$ cat config.mk
export PLATFORM = sky130hd
export DESIGN_NAME = cft_transceiver
export DESIGN_NICKNAME = d
export VERILOG_FILES = /design/src/logic/cft_pkg.sv /design/src/logic/cft_transceiver.sv
export SDC_FILE = /design/constraint.sdc
export NUM_CORES = 1
export LEC_CHECK = 0
export BUFFER_PORTS_ARGS = -buffer_cell sky130_fd_sc_hd__buf_2
export CAP_MARGIN = 20
export CORE_MARGIN = 2
export CORE_UTILIZATION = 49
export DETAILED_ROUTE_END_ITERATION = 16
export PLACE_DENSITY_LB_ADDON = 0.05
export SYNTH_ARGS = -nofsm -noshare
export SYNTH_HDL_FRONTEND = slang
export SYNTH_SLANG_ARGS = --single-unit
$ cat constraint.sdc
create_clock -name pclk -period 1.8 [get_ports pclk]
set_clock_uncertainty 0.1 [all_clocks]
set_input_delay 0.54 -clock pclk [delete_from_list [all_inputs] [get_ports pclk]]
set_output_delay 0.54 -clock pclk [all_outputs]
set_load 0.005 [all_outputs]
$ cat src/logic/cft_pkg.sv
// Shared constants for the CAN transceiver supervisory block.
// Assumes a 40 MHz pclk and an APB master with 32-bit data.
package cft_pkg;
	// ----------------------------------------------------------------
	// Clock and timing
	// ----------------------------------------------------------------
	localparam int CLK_PERIOD_NS   = 25;     // pclk period
	localparam int FILTER_TIME_NS  = 3200;   // Bus phase filter time
	localparam int WAKE_TIME_NS    = 1000000; // Wake pattern timeout
	localparam int CLAMP_TIME_NS   = 1600;   // Clamp detect time
	localparam int DOM_HOLD_NS     = 1000000; // Dominant hold timeout
	// Least times and the dominant hold timeout round up, the wake timeout rounds down
	localparam int FILTER_CYC = (FILTER_TIME_NS + CLK_PERIOD_NS - 1)
		/ CLK_PERIOD_NS;
	localparam int WAKE_CYC   = WAKE_TIME_NS / CLK_PERIOD_NS;
	localparam int CLAMP_CYC  = (CLAMP_TIME_NS + CLK_PERIOD_NS - 1)
		/ CLK_PERIOD_NS;
	localparam int DOM_HOLD_CYC = (DOM_HOLD_NS + CLK_PERIOD_NS - 1)
		/ CLK_PERIOD_NS;

	// ----------------------------------------------------------------
	// Register map
	// ----------------------------------------------------------------
	localparam logic [7:0] STATUS_OFS  = 8'h00; // Read-only state
	localparam logic [7:0] CONTROL_OFS = 8'h04; // Control bits

	// Status fields
	localparam int ST_MODE_LSB  = 0; // Two bits of mode
	localparam int ST_WAKE_BIT  = 2; // Wake request pending
	localparam int ST_OT_BIT    = 3; // Overtemperature lock
	localparam int ST_TO_BIT    = 4; // Dominant hold timeout lock
	localparam int ST_UV_BIT    = 5; // Supply undervoltage
	localparam int ST_WSTG_LSB  = 6; // Two bits of pattern stage

	// Control fields
	localparam int CT_CLAMP_EN_BIT = 0; // Clamp detection enable
	localparam logic CT_CLAMP_EN_RST = 1'b1;

	// ----------------------------------------------------------------
	// Pin synchroniser slots and their reset levels
	// ----------------------------------------------------------------
	localparam int PIN_TXD = 0; // Transmit data from controller
	localparam int PIN_LPS = 1; // Low power select
	localparam int PIN_CMP = 2; // Bus comparator, 1 = dominant
	localparam int PIN_RXS = 3; // Receive pin sensed level
	localparam int PIN_N   = 4;
	localparam logic [3:0] PIN_RST = 4'hb; // Pulled-up pins read high

	// ----------------------------------------------------------------
	// Mode and wake stage encodings
	// ----------------------------------------------------------------
	typedef enum logic [1:0] {
		M_UNPOWERED,
		M_STANDBY,
		M_NORMAL,
		M_SILENT
	} cft_mode_t;

	typedef enum logic [1:0] {
		W_IDLE,
		W_DOM1,
		W_REC,
		W_DOM2
	} cft_wstage_t;
endpackage : cft_pkg

$ cat src/logic/cft_transceiver.sv
// Supervisory logic of one CAN transceiver channel: mode control,
// wake pattern filter, undervoltage and overtemperature handling,
// dominant hold timeout and receive clamp detection, with APB status.
// Assumes analog monitors give undervoltage and overtemperature as
// flags already synchronous to pclk; pins arrive asynchronously.
`timescale 1ns/1ps
module cft_transceiver #(
	parameter int FILT_CYC  = cft_pkg::FILTER_CYC,
	parameter int WAKE_CYC  = cft_pkg::WAKE_CYC,
	parameter int CLAMP_CYC = cft_pkg::CLAMP_CYC,
	parameter int DOM_CYC   = cft_pkg::DOM_HOLD_CYC
) (
	input  wire logic        pclk,
	input  wire logic        presetn,
	input  wire logic [7:0]  paddr,
	input  wire logic        psel,
	input  wire logic        penable,
	input  wire logic        pwrite,
	input  wire logic [31:0] pwdata,
	output logic      [31:0] prdata,
	output logic             pready,
	output logic             pslverr,
	input  wire logic        txd_pin,
	input  wire logic        low_power_select,
	input  wire logic        bus_level_comparator,
	input  wire logic        rxd_sense,
	input  wire logic        undervoltage,
	input  wire logic        overtemperature,
	output logic             rxd_out,
	output logic             drive_dominant,
	output logic             bias_enable
);
	// ----------------------------------------------------------------
	// Pin synchronisers
	// ----------------------------------------------------------------
	localparam int FW = $clog2(FILT_CYC + 1);
	localparam int WW = $clog2(WAKE_CYC + 1);
	localparam int CW = $clog2(CLAMP_CYC + 1);
	localparam int DW = $clog2(DOM_CYC + 1);

	logic [cft_pkg::PIN_N-1:0] raw;     // Pins as they arrive
	logic [cft_pkg::PIN_N-1:0] pin_lvl; // Settled pin levels

	assign raw = {rxd_sense, bus_level_comparator, low_power_select,
		txd_pin};

	// Three stages; a level is taken only when stages two and three
	// agree, so a single metastable sample never reaches the logic.
	// Pulled-up pins reset high so a floating pin reads high.
	genvar gi;
	generate
		for (gi = 0; gi < cft_pkg::PIN_N; gi++) begin : g_sync
			logic s1_r;
			logic s2_r;
			logic s3_r;
			always_ff @(posedge pclk or negedge presetn) begin
				if (!presetn) begin
					s1_r <= cft_pkg::PIN_RST[gi];
					s2_r <= cft_pkg::PIN_RST[gi];
					s3_r <= cft_pkg::PIN_RST[gi];
					pin_lvl[gi] <= cft_pkg::PIN_RST[gi];
				end else begin
					s1_r <= raw[gi];
					s2_r <= s1_r;
					s3_r <= s2_r;
					if (s2_r == s3_r) begin
						pin_lvl[gi] <= s3_r;
					end
				end
			end
		end
	endgenerate

	wire logic txd_hi  = pin_lvl[cft_pkg::PIN_TXD]; // Recessive request
	wire logic lps_hi  = pin_lvl[cft_pkg::PIN_LPS]; // Standby request
	wire logic cmp_dom = pin_lvl[cft_pkg::PIN_CMP]; // Bus dominant
	wire logic rxs_hi  = pin_lvl[cft_pkg::PIN_RXS]; // Receive pin high

	// ----------------------------------------------------------------
	// Register state
	// ----------------------------------------------------------------
	cft_pkg::cft_mode_t   mode_r;    // Operating mode
	cft_pkg::cft_wstage_t wstage_r;  // Wake pattern progress
	logic          clamp_en_r;       // Clamp detection enabled
	logic          wake_r;           // Wake request pending
	logic          ot_lock_r;        // Drivers held off by heat
	logic          to_lock_r;        // Drivers held off by timeout
	logic          flt_lvl_r;        // Filtered bus level, 1 = dominant
	logic [FW-1:0] flt_cnt_r;        // Filter persistence count
	logic [WW-1:0] wake_cnt_r;       // Time since first dominant
	logic [CW-1:0] clamp_cnt_r;      // Unseen dominant duration
	logic [DW-1:0] dom_cnt_r;        // Transmit low duration
	logic          clamp_hit;        // Clamp detected this cycle
	logic          wake_hit;         // Pattern completed this cycle

	// ----------------------------------------------------------------
	// Mode control
	// ----------------------------------------------------------------
	// Undervoltage acts as a synchronous reset of the mode; the select
	// pin is not looked at until the supply is back.
	always_ff @(posedge pclk or negedge presetn) begin
		if (!presetn) begin
			mode_r <= cft_pkg::M_UNPOWERED;
		end else if (undervoltage) begin
			mode_r <= cft_pkg::M_UNPOWERED;
		end else begin
			case (mode_r)
				// Recovery always lands in standby first
				cft_pkg::M_UNPOWERED: mode_r <= cft_pkg::M_STANDBY;
				// Only the host leaves standby; a wake does not.
				cft_pkg::M_STANDBY: begin
					if (!lps_hi && txd_hi) begin
						mode_r <= cft_pkg::M_NORMAL;
					end
				end
				cft_pkg::M_NORMAL: begin
					if (lps_hi) begin
						mode_r <= cft_pkg::M_STANDBY;
					end else if (clamp_hit) begin
						mode_r <= cft_pkg::M_SILENT;
					end
				end
				cft_pkg::M_SILENT: begin
					if (lps_hi) begin
						mode_r <= cft_pkg::M_STANDBY;
					end else if (!rxs_hi) begin
						mode_r <= cft_pkg::M_NORMAL;
					end
				end
				default: mode_r <= cft_pkg::M_UNPOWERED;
			endcase
		end
	end

	// ----------------------------------------------------------------
	// Wake filter: bus phases must persist before they count
	// ----------------------------------------------------------------
	// The filtered level flips only after FILT_CYC samples that differ;
	// shorter glitches restart the count and are lost.
	always_ff @(posedge pclk or negedge presetn) begin
		if (!presetn) begin
			flt_lvl_r <= 1'b0;
			flt_cnt_r <= '0;
		end else if (undervoltage) begin
			flt_lvl_r <= 1'b0;
			flt_cnt_r <= '0;
		end else if (cmp_dom == flt_lvl_r) begin
			flt_cnt_r <= '0;
		end else if (flt_cnt_r >= FW'(FILT_CYC - 1)) begin
			flt_lvl_r <= cmp_dom;
			flt_cnt_r <= '0;
		end else begin
			flt_cnt_r <= flt_cnt_r + 1'b1;
		end
	end

	// ----------------------------------------------------------------
	// Wake pattern sequencer
	// ----------------------------------------------------------------
	// Stages advance on filtered edges only, so a bus stuck dominant
	// stays in the first stage and times out.
	assign wake_hit = (wstage_r == cft_pkg::W_REC) && flt_lvl_r;

	always_ff @(posedge pclk or negedge presetn) begin
		if (!presetn) begin
			wstage_r   <= cft_pkg::W_IDLE;
			wake_cnt_r <= '0;
		end else if (undervoltage) begin
			wstage_r   <= cft_pkg::W_IDLE;
			wake_cnt_r <= '0;
		end else begin
			case (wstage_r)
				cft_pkg::W_IDLE: begin
					wake_cnt_r <= '0;
					if (flt_lvl_r) begin
						wstage_r <= cft_pkg::W_DOM1;
					end
				end
				cft_pkg::W_DOM1, cft_pkg::W_REC: begin
					wake_cnt_r <= wake_cnt_r + 1'b1;
					if (wake_cnt_r >= WW'(WAKE_CYC - 1)) begin
						wstage_r <= cft_pkg::W_IDLE;
					end else if (wake_hit) begin
						wstage_r <= cft_pkg::W_DOM2;
					end else if (!flt_lvl_r) begin
						wstage_r <= cft_pkg::W_REC;
					end
				end
				// Rearm once the bus has gone recessive again
				cft_pkg::W_DOM2: begin
					wake_cnt_r <= '0;
					if (!flt_lvl_r) begin
						wstage_r <= cft_pkg::W_IDLE;
					end
				end
				default: wstage_r <= cft_pkg::W_IDLE;
			endcase
		end
	end

	// Wake request latches in standby; leaving standby clears it, and
	// the clear wins over a pattern seen in the same cycle.
	always_ff @(posedge pclk or negedge presetn) begin
		if (!presetn) begin
			wake_r <= 1'b0;
		end else if (mode_r == cft_pkg::M_STANDBY && wake_hit &&
			wake_cnt_r < WW'(WAKE_CYC - 1) && !undervoltage) begin
			wake_r <= 1'b1;
		end else if (mode_r != cft_pkg::M_STANDBY || undervoltage) begin
			wake_r <= 1'b0;
		end
	end

	// ----------------------------------------------------------------
	// Overtemperature lock
	// ----------------------------------------------------------------
	// Release needs the heat gone and transmit data high, which stops
	// the drivers oscillating around the trip point.
	always_ff @(posedge pclk or negedge presetn) begin
		if (!presetn) begin
			ot_lock_r <= 1'b0;
		end else if (undervoltage) begin
			ot_lock_r <= 1'b0;
		end else if (overtemperature) begin
			ot_lock_r <= 1'b1;
		end else if (txd_hi) begin
			ot_lock_r <= 1'b0;
		end
	end

	// ----------------------------------------------------------------
	// Dominant hold timeout
	// ----------------------------------------------------------------
	// A stuck-low transmit input cannot block the bus forever; any high
	// phase restarts the timer and lifts the lock.
	always_ff @(posedge pclk or negedge presetn) begin
		if (!presetn) begin
			dom_cnt_r <= '0;
			to_lock_r <= 1'b0;
		end else if (undervoltage || txd_hi) begin
			dom_cnt_r <= '0;
			to_lock_r <= 1'b0;
		end else if (dom_cnt_r >= DW'(DOM_CYC - 1)) begin
			to_lock_r <= 1'b1;
		end else begin
			dom_cnt_r <= dom_cnt_r + 1'b1;
		end
	end

	// ----------------------------------------------------------------
	// Receive clamp detection
	// ----------------------------------------------------------------
	// Counts while the bus is dominant but the receive pin stays high;
	// only in normal mode, so silent mode exit is not re-triggered.
	assign clamp_hit = clamp_en_r && cmp_dom && rxs_hi &&
		(clamp_cnt_r >= CW'(CLAMP_CYC - 1));

	always_ff @(posedge pclk or negedge presetn) begin
		if (!presetn) begin
			clamp_cnt_r <= '0;
		end else if (undervoltage || mode_r != cft_pkg::M_NORMAL ||
			!cmp_dom || !rxs_hi) begin
			clamp_cnt_r <= '0;
		end else if (!clamp_hit) begin
			clamp_cnt_r <= clamp_cnt_r + 1'b1;
		end
	end

	// ----------------------------------------------------------------
	// Pin outputs
	// ----------------------------------------------------------------
	// All outputs are registered; they lag the settled inputs by one
	// cycle. Silent and locked states keep the driver recessive.
	always_ff @(posedge pclk or negedge presetn) begin
		if (!presetn) begin
			drive_dominant <= 1'b0;
			rxd_out        <= 1'b1;
			bias_enable    <= 1'b0;
		end else if (undervoltage) begin
			drive_dominant <= 1'b0;
			rxd_out        <= 1'b1;
			bias_enable    <= 1'b0;
		end else begin
			drive_dominant <= (mode_r == cft_pkg::M_NORMAL) && !txd_hi &&
				!ot_lock_r && !overtemperature && !to_lock_r;
			bias_enable <= (mode_r == cft_pkg::M_NORMAL) ||
				(mode_r == cft_pkg::M_SILENT);
			case (mode_r)
				cft_pkg::M_STANDBY: rxd_out <= !wake_r;
				cft_pkg::M_NORMAL:  rxd_out <= !cmp_dom;
				cft_pkg::M_SILENT:  rxd_out <= !cmp_dom;
				default:            rxd_out <= 1'b1;
			endcase
		end
	end

	// ----------------------------------------------------------------
	// APB slave
	// ----------------------------------------------------------------
	wire logic setup_ph  = psel && !penable;          // Setup cycle
	wire logic access_ok = psel && penable && pready; // Completing access
	wire logic mapped    = (paddr == cft_pkg::STATUS_OFS) || // Register hit
		(paddr == cft_pkg::CONTROL_OFS);

	// No wait states: ready and data are loaded at the setup edge and
	// stand for the single access cycle.
	always_ff @(posedge pclk or negedge presetn) begin
		if (!presetn) begin
			pready  <= 1'b0;
			pslverr <= 1'b0;
			prdata  <= 32'h0000_0000;
		end else begin
			pready  <= setup_ph;
			pslverr <= setup_ph && !mapped;
			prdata  <= 32'h0000_0000;
			if (setup_ph && !pwrite) begin
				case (paddr)
					cft_pkg::STATUS_OFS: begin
						prdata[cft_pkg::ST_MODE_LSB +: 2] <= mode_r;
						prdata[cft_pkg::ST_WAKE_BIT] <= wake_r;
						prdata[cft_pkg::ST_OT_BIT]   <= ot_lock_r;
						prdata[cft_pkg::ST_TO_BIT]   <= to_lock_r;
						prdata[cft_pkg::ST_UV_BIT]   <= undervoltage;
						prdata[cft_pkg::ST_WSTG_LSB +: 2] <= wstage_r;
					end
					cft_pkg::CONTROL_OFS: begin
						prdata[cft_pkg::CT_CLAMP_EN_BIT] <= clamp_en_r;
					end
					default: prdata <= 32'h0000_0000;
				endcase
			end
		end
	end

	// Control register write takes effect at the completing edge
	always_ff @(posedge pclk or negedge presetn) begin
		if (!presetn) begin
			clamp_en_r <= cft_pkg::CT_CLAMP_EN_RST;
		end else if (access_ok && pwrite &&
			paddr == cft_pkg::CONTROL_OFS) begin
			clamp_en_r <= pwdata[cft_pkg::CT_CLAMP_EN_BIT];
		end
	end
endmodule : cft_transceiver

==> metrics.yaml <==
status: "finished clean"
port-buffer-count: 32
cts_tree: "done"
synth_top_family_by_area: "simple AND/OR/NAND/NOR gates"
worstPathRequired_ps: 1930
synth.distinct_cells: 56
std_cell_rows: 33
yosysWarnings: 0
overflow: 0
critical_path_class: "reg -> reg"
synth_area_leaders: "dfrtp_1 (43%), dfstp_2 (8.9%), buf_4 (4.4%)"
totalWireLength_um: 8045
synth_compound_area_frac: 0.1151
p_leak_nw: 2.203
multi_input_area_mm2: 0.001837
cap_violations: 0
synthArstFlopShare: 1.000
irDropWorstVdd_mv: 0.4502
worstPathArrival_ps: 1910
cp_max_fo: 4
wl_per_cell_um: 13.68
ctsHtreeMaxLevel: 3
synth_top_area_share: 0.4312
numCtsBuffers: 9
synthAdderAreaFrac: 0.03097
initial_core_util: 0.5040
fin_nets: 536
yosys.area_share.simple: 0.2062
clk_pin_slew_ps: 90
die_area_mm2: 0.009158
nFillCells: 711
syn_to_final_growth_pct: 18.49
ff2ff_path_depth: 4
die_h_um: 95.70
fp.dieW_um: 95.70
yosys.area_share.xor_xnor: 0.04251
track_usage: 0.1913
root_buffer: "clkbuf_8"
synth_commonest_cells: "dfrtp_1 (71), nor2_1 (41), nand2_1 (32)"
syn_avg_cell_area_um2: 10.27
fmax_mhz: 562.2
drt_first_pass_iters: 4
period_minus_slack_ps: 1779
antenna_left: 0
p_per_area_mw_per_mm2: 758.2
vias: 3140
synth.cell_area_mm2: 0.004120
start_kind: "flip-flop"
worst_hold_slack_ps: 176.7
top_level_ports: 88
n_antenna_cell: 0
ys.flop_type: "dfrtp_1"
via_per_inst: 5.340
rsz0062_at_grt: "yes"
grt_pass1_vias: 2920
drc: 0
ys_seq_area_frac: 0.5205
core-area_mm2: 0.008175
gp_congestion: 0.8223
hold_viol: 0
total_power_mw: 3.702
clk_latency_ps: 350
drt_iter0_markers: 148
cts_buffer_depth: 2
synthMostInstantiatedCell: "dfrtp_1"
clkSinkCount: 85
drive_above_1_share: 0.2567
finalSetupViolCount: 0
muxShareOfSynthArea: 0.02004
min_path_type: "in -> reg"
timing.setup.tns_ps: 0
maxSlewViolCount: 0
ys_ff_latch: 85
grt_pass1_wl_um: 13640
syn-instance-count: 401
holdPathStages: 1
finalCritPeriodShare: 0.9882
hpwl_um: 5863
synth_enable_flop_cells: 0
seqCellArea_mm2: 0.002145
synth_largest_area_cell: "dfrtp_1"
antenna_found_initial: 0
grt_max_degree: 27
endpoint_kind: "flip-flop"
final_core_util: 0.5972
==> state kept, by name, indices dropped and copies added, names as in the netlist, 2 cells and up <==
| register | count |
|---|---|
| dom_cnt_r | 16 |
| wake_cnt_r | 16 |
| flt_cnt_r | 8 |
| g_sync.s1_r | 4 |
| wstage_r | 2 |
| g_sync.s2_r | 4 |
| clamp_cnt_r | 7 |
| mode_r | 2 |
| g_sync.s3_r | 4 |
| prdata | 8 |
==> final timing paths <==
check | slack [ps] | end | start
max | 20 | dom_cnt_r[5] | dom_cnt_r[8]
min | 180 | g_sync[0].s1_r | txd_pin
max reg2reg | 20 | dom_cnt_r[5] | dom_cnt_r[8]
min reg2reg | 260 | g_sync[1].s2_r | g_sync[1].s1_r
max in group asynchronous | 550 | g_sync[1].s3_r | presetn
min in group asynchronous | 520 | wstage_r[0] | presetn
==> power by group <==
group	internal, mW	total, mW	switching (mW)
Combinational	0.143	0.351	0.208
Sequential	1.98	2.02	0.0433
Clock	0.676	1.33	0.654
==> layout by cell type, fill, tap and decap left out, drive strengths merged, types with 4 or more instances in the layout <==
master,Yosys,routed
o21ai,12,12
xor2,9,9
o211ai,6,6
nor2,41,41
nand2,32,32
ha,7,7
buf,24,77
conb,1,24
or3,10,10
nor4,10,10
a31oi,5,5
and2,11,11
nor3,12,12
xnor2,11,11
a21oi,12,12
inv,11,11
o31ai,4,4
dfstp,14,14
and3,8,8
mux2i,6,6
nand2b,5,5
clkbuf,11,12
maj3,4,4
nand3,12,12
nand4,11,11
dfrtp,71,71
==> area by class of cell <==
type | count | area share
Sequential cell | 85 | 0.4393
Multi-Input combinational cell | 293 | 0.3762
Timing Repair Buffer | 78 | 0.1097
Clock buffer | 12 | 0.02973
Tap cell | 105 | 0.02691
Clock inverter | 4 | 0.009739
Inverter | 11 | 0.008457
==> per-layer routing <==
| layer | track usage | share of wire |
|---|---|---|
| met5 | 0 | 0 |
| met4 | 0.04643 | 0.0066 |
| met3 | 0.04933 | 0.053 |
| met2 | 0.3024 | 0.47 |
| met1 | 0.2652 | 0.47 |
==> worst max-delay path, stage by stage (launching register included) <==
cell      delay [ps]
dfrtp_1          390
or4_4            570
a211oi_4         250
nor3_1            90
a211o_1          270
==> metrics by stage <==
stage	worst slack, ps	instance area, um^2	cells
after CTS	3.809	4840	587
after global placement	32.64	4629	569
after global routing	-61.37	4882	588
after floorplan	-0.1545	4229	424
final	21.17	4882	588
after detailed placement	-17.79	4629	569
==> cell families after synthesis <==
logic type                 count (synthesis)
AOI/OAI and AO/OA                         65
xor gates and xnor gates                  20
adders and majority gates                 11
buffers and inverters                     46
DFF                                       85
muxes                                      8
other                                      1
and+or+nand+nor                          165
==> repair_timing <==
item,CTS,global route
endpoints found under the setup margin,2,10
pin swaps,0,2
buffers inserted,1,1
gates resized for setup,0,9
endpoints found under the hold margin,13,0
hold buffers,1,0
(Power assumes the default switching activity.)
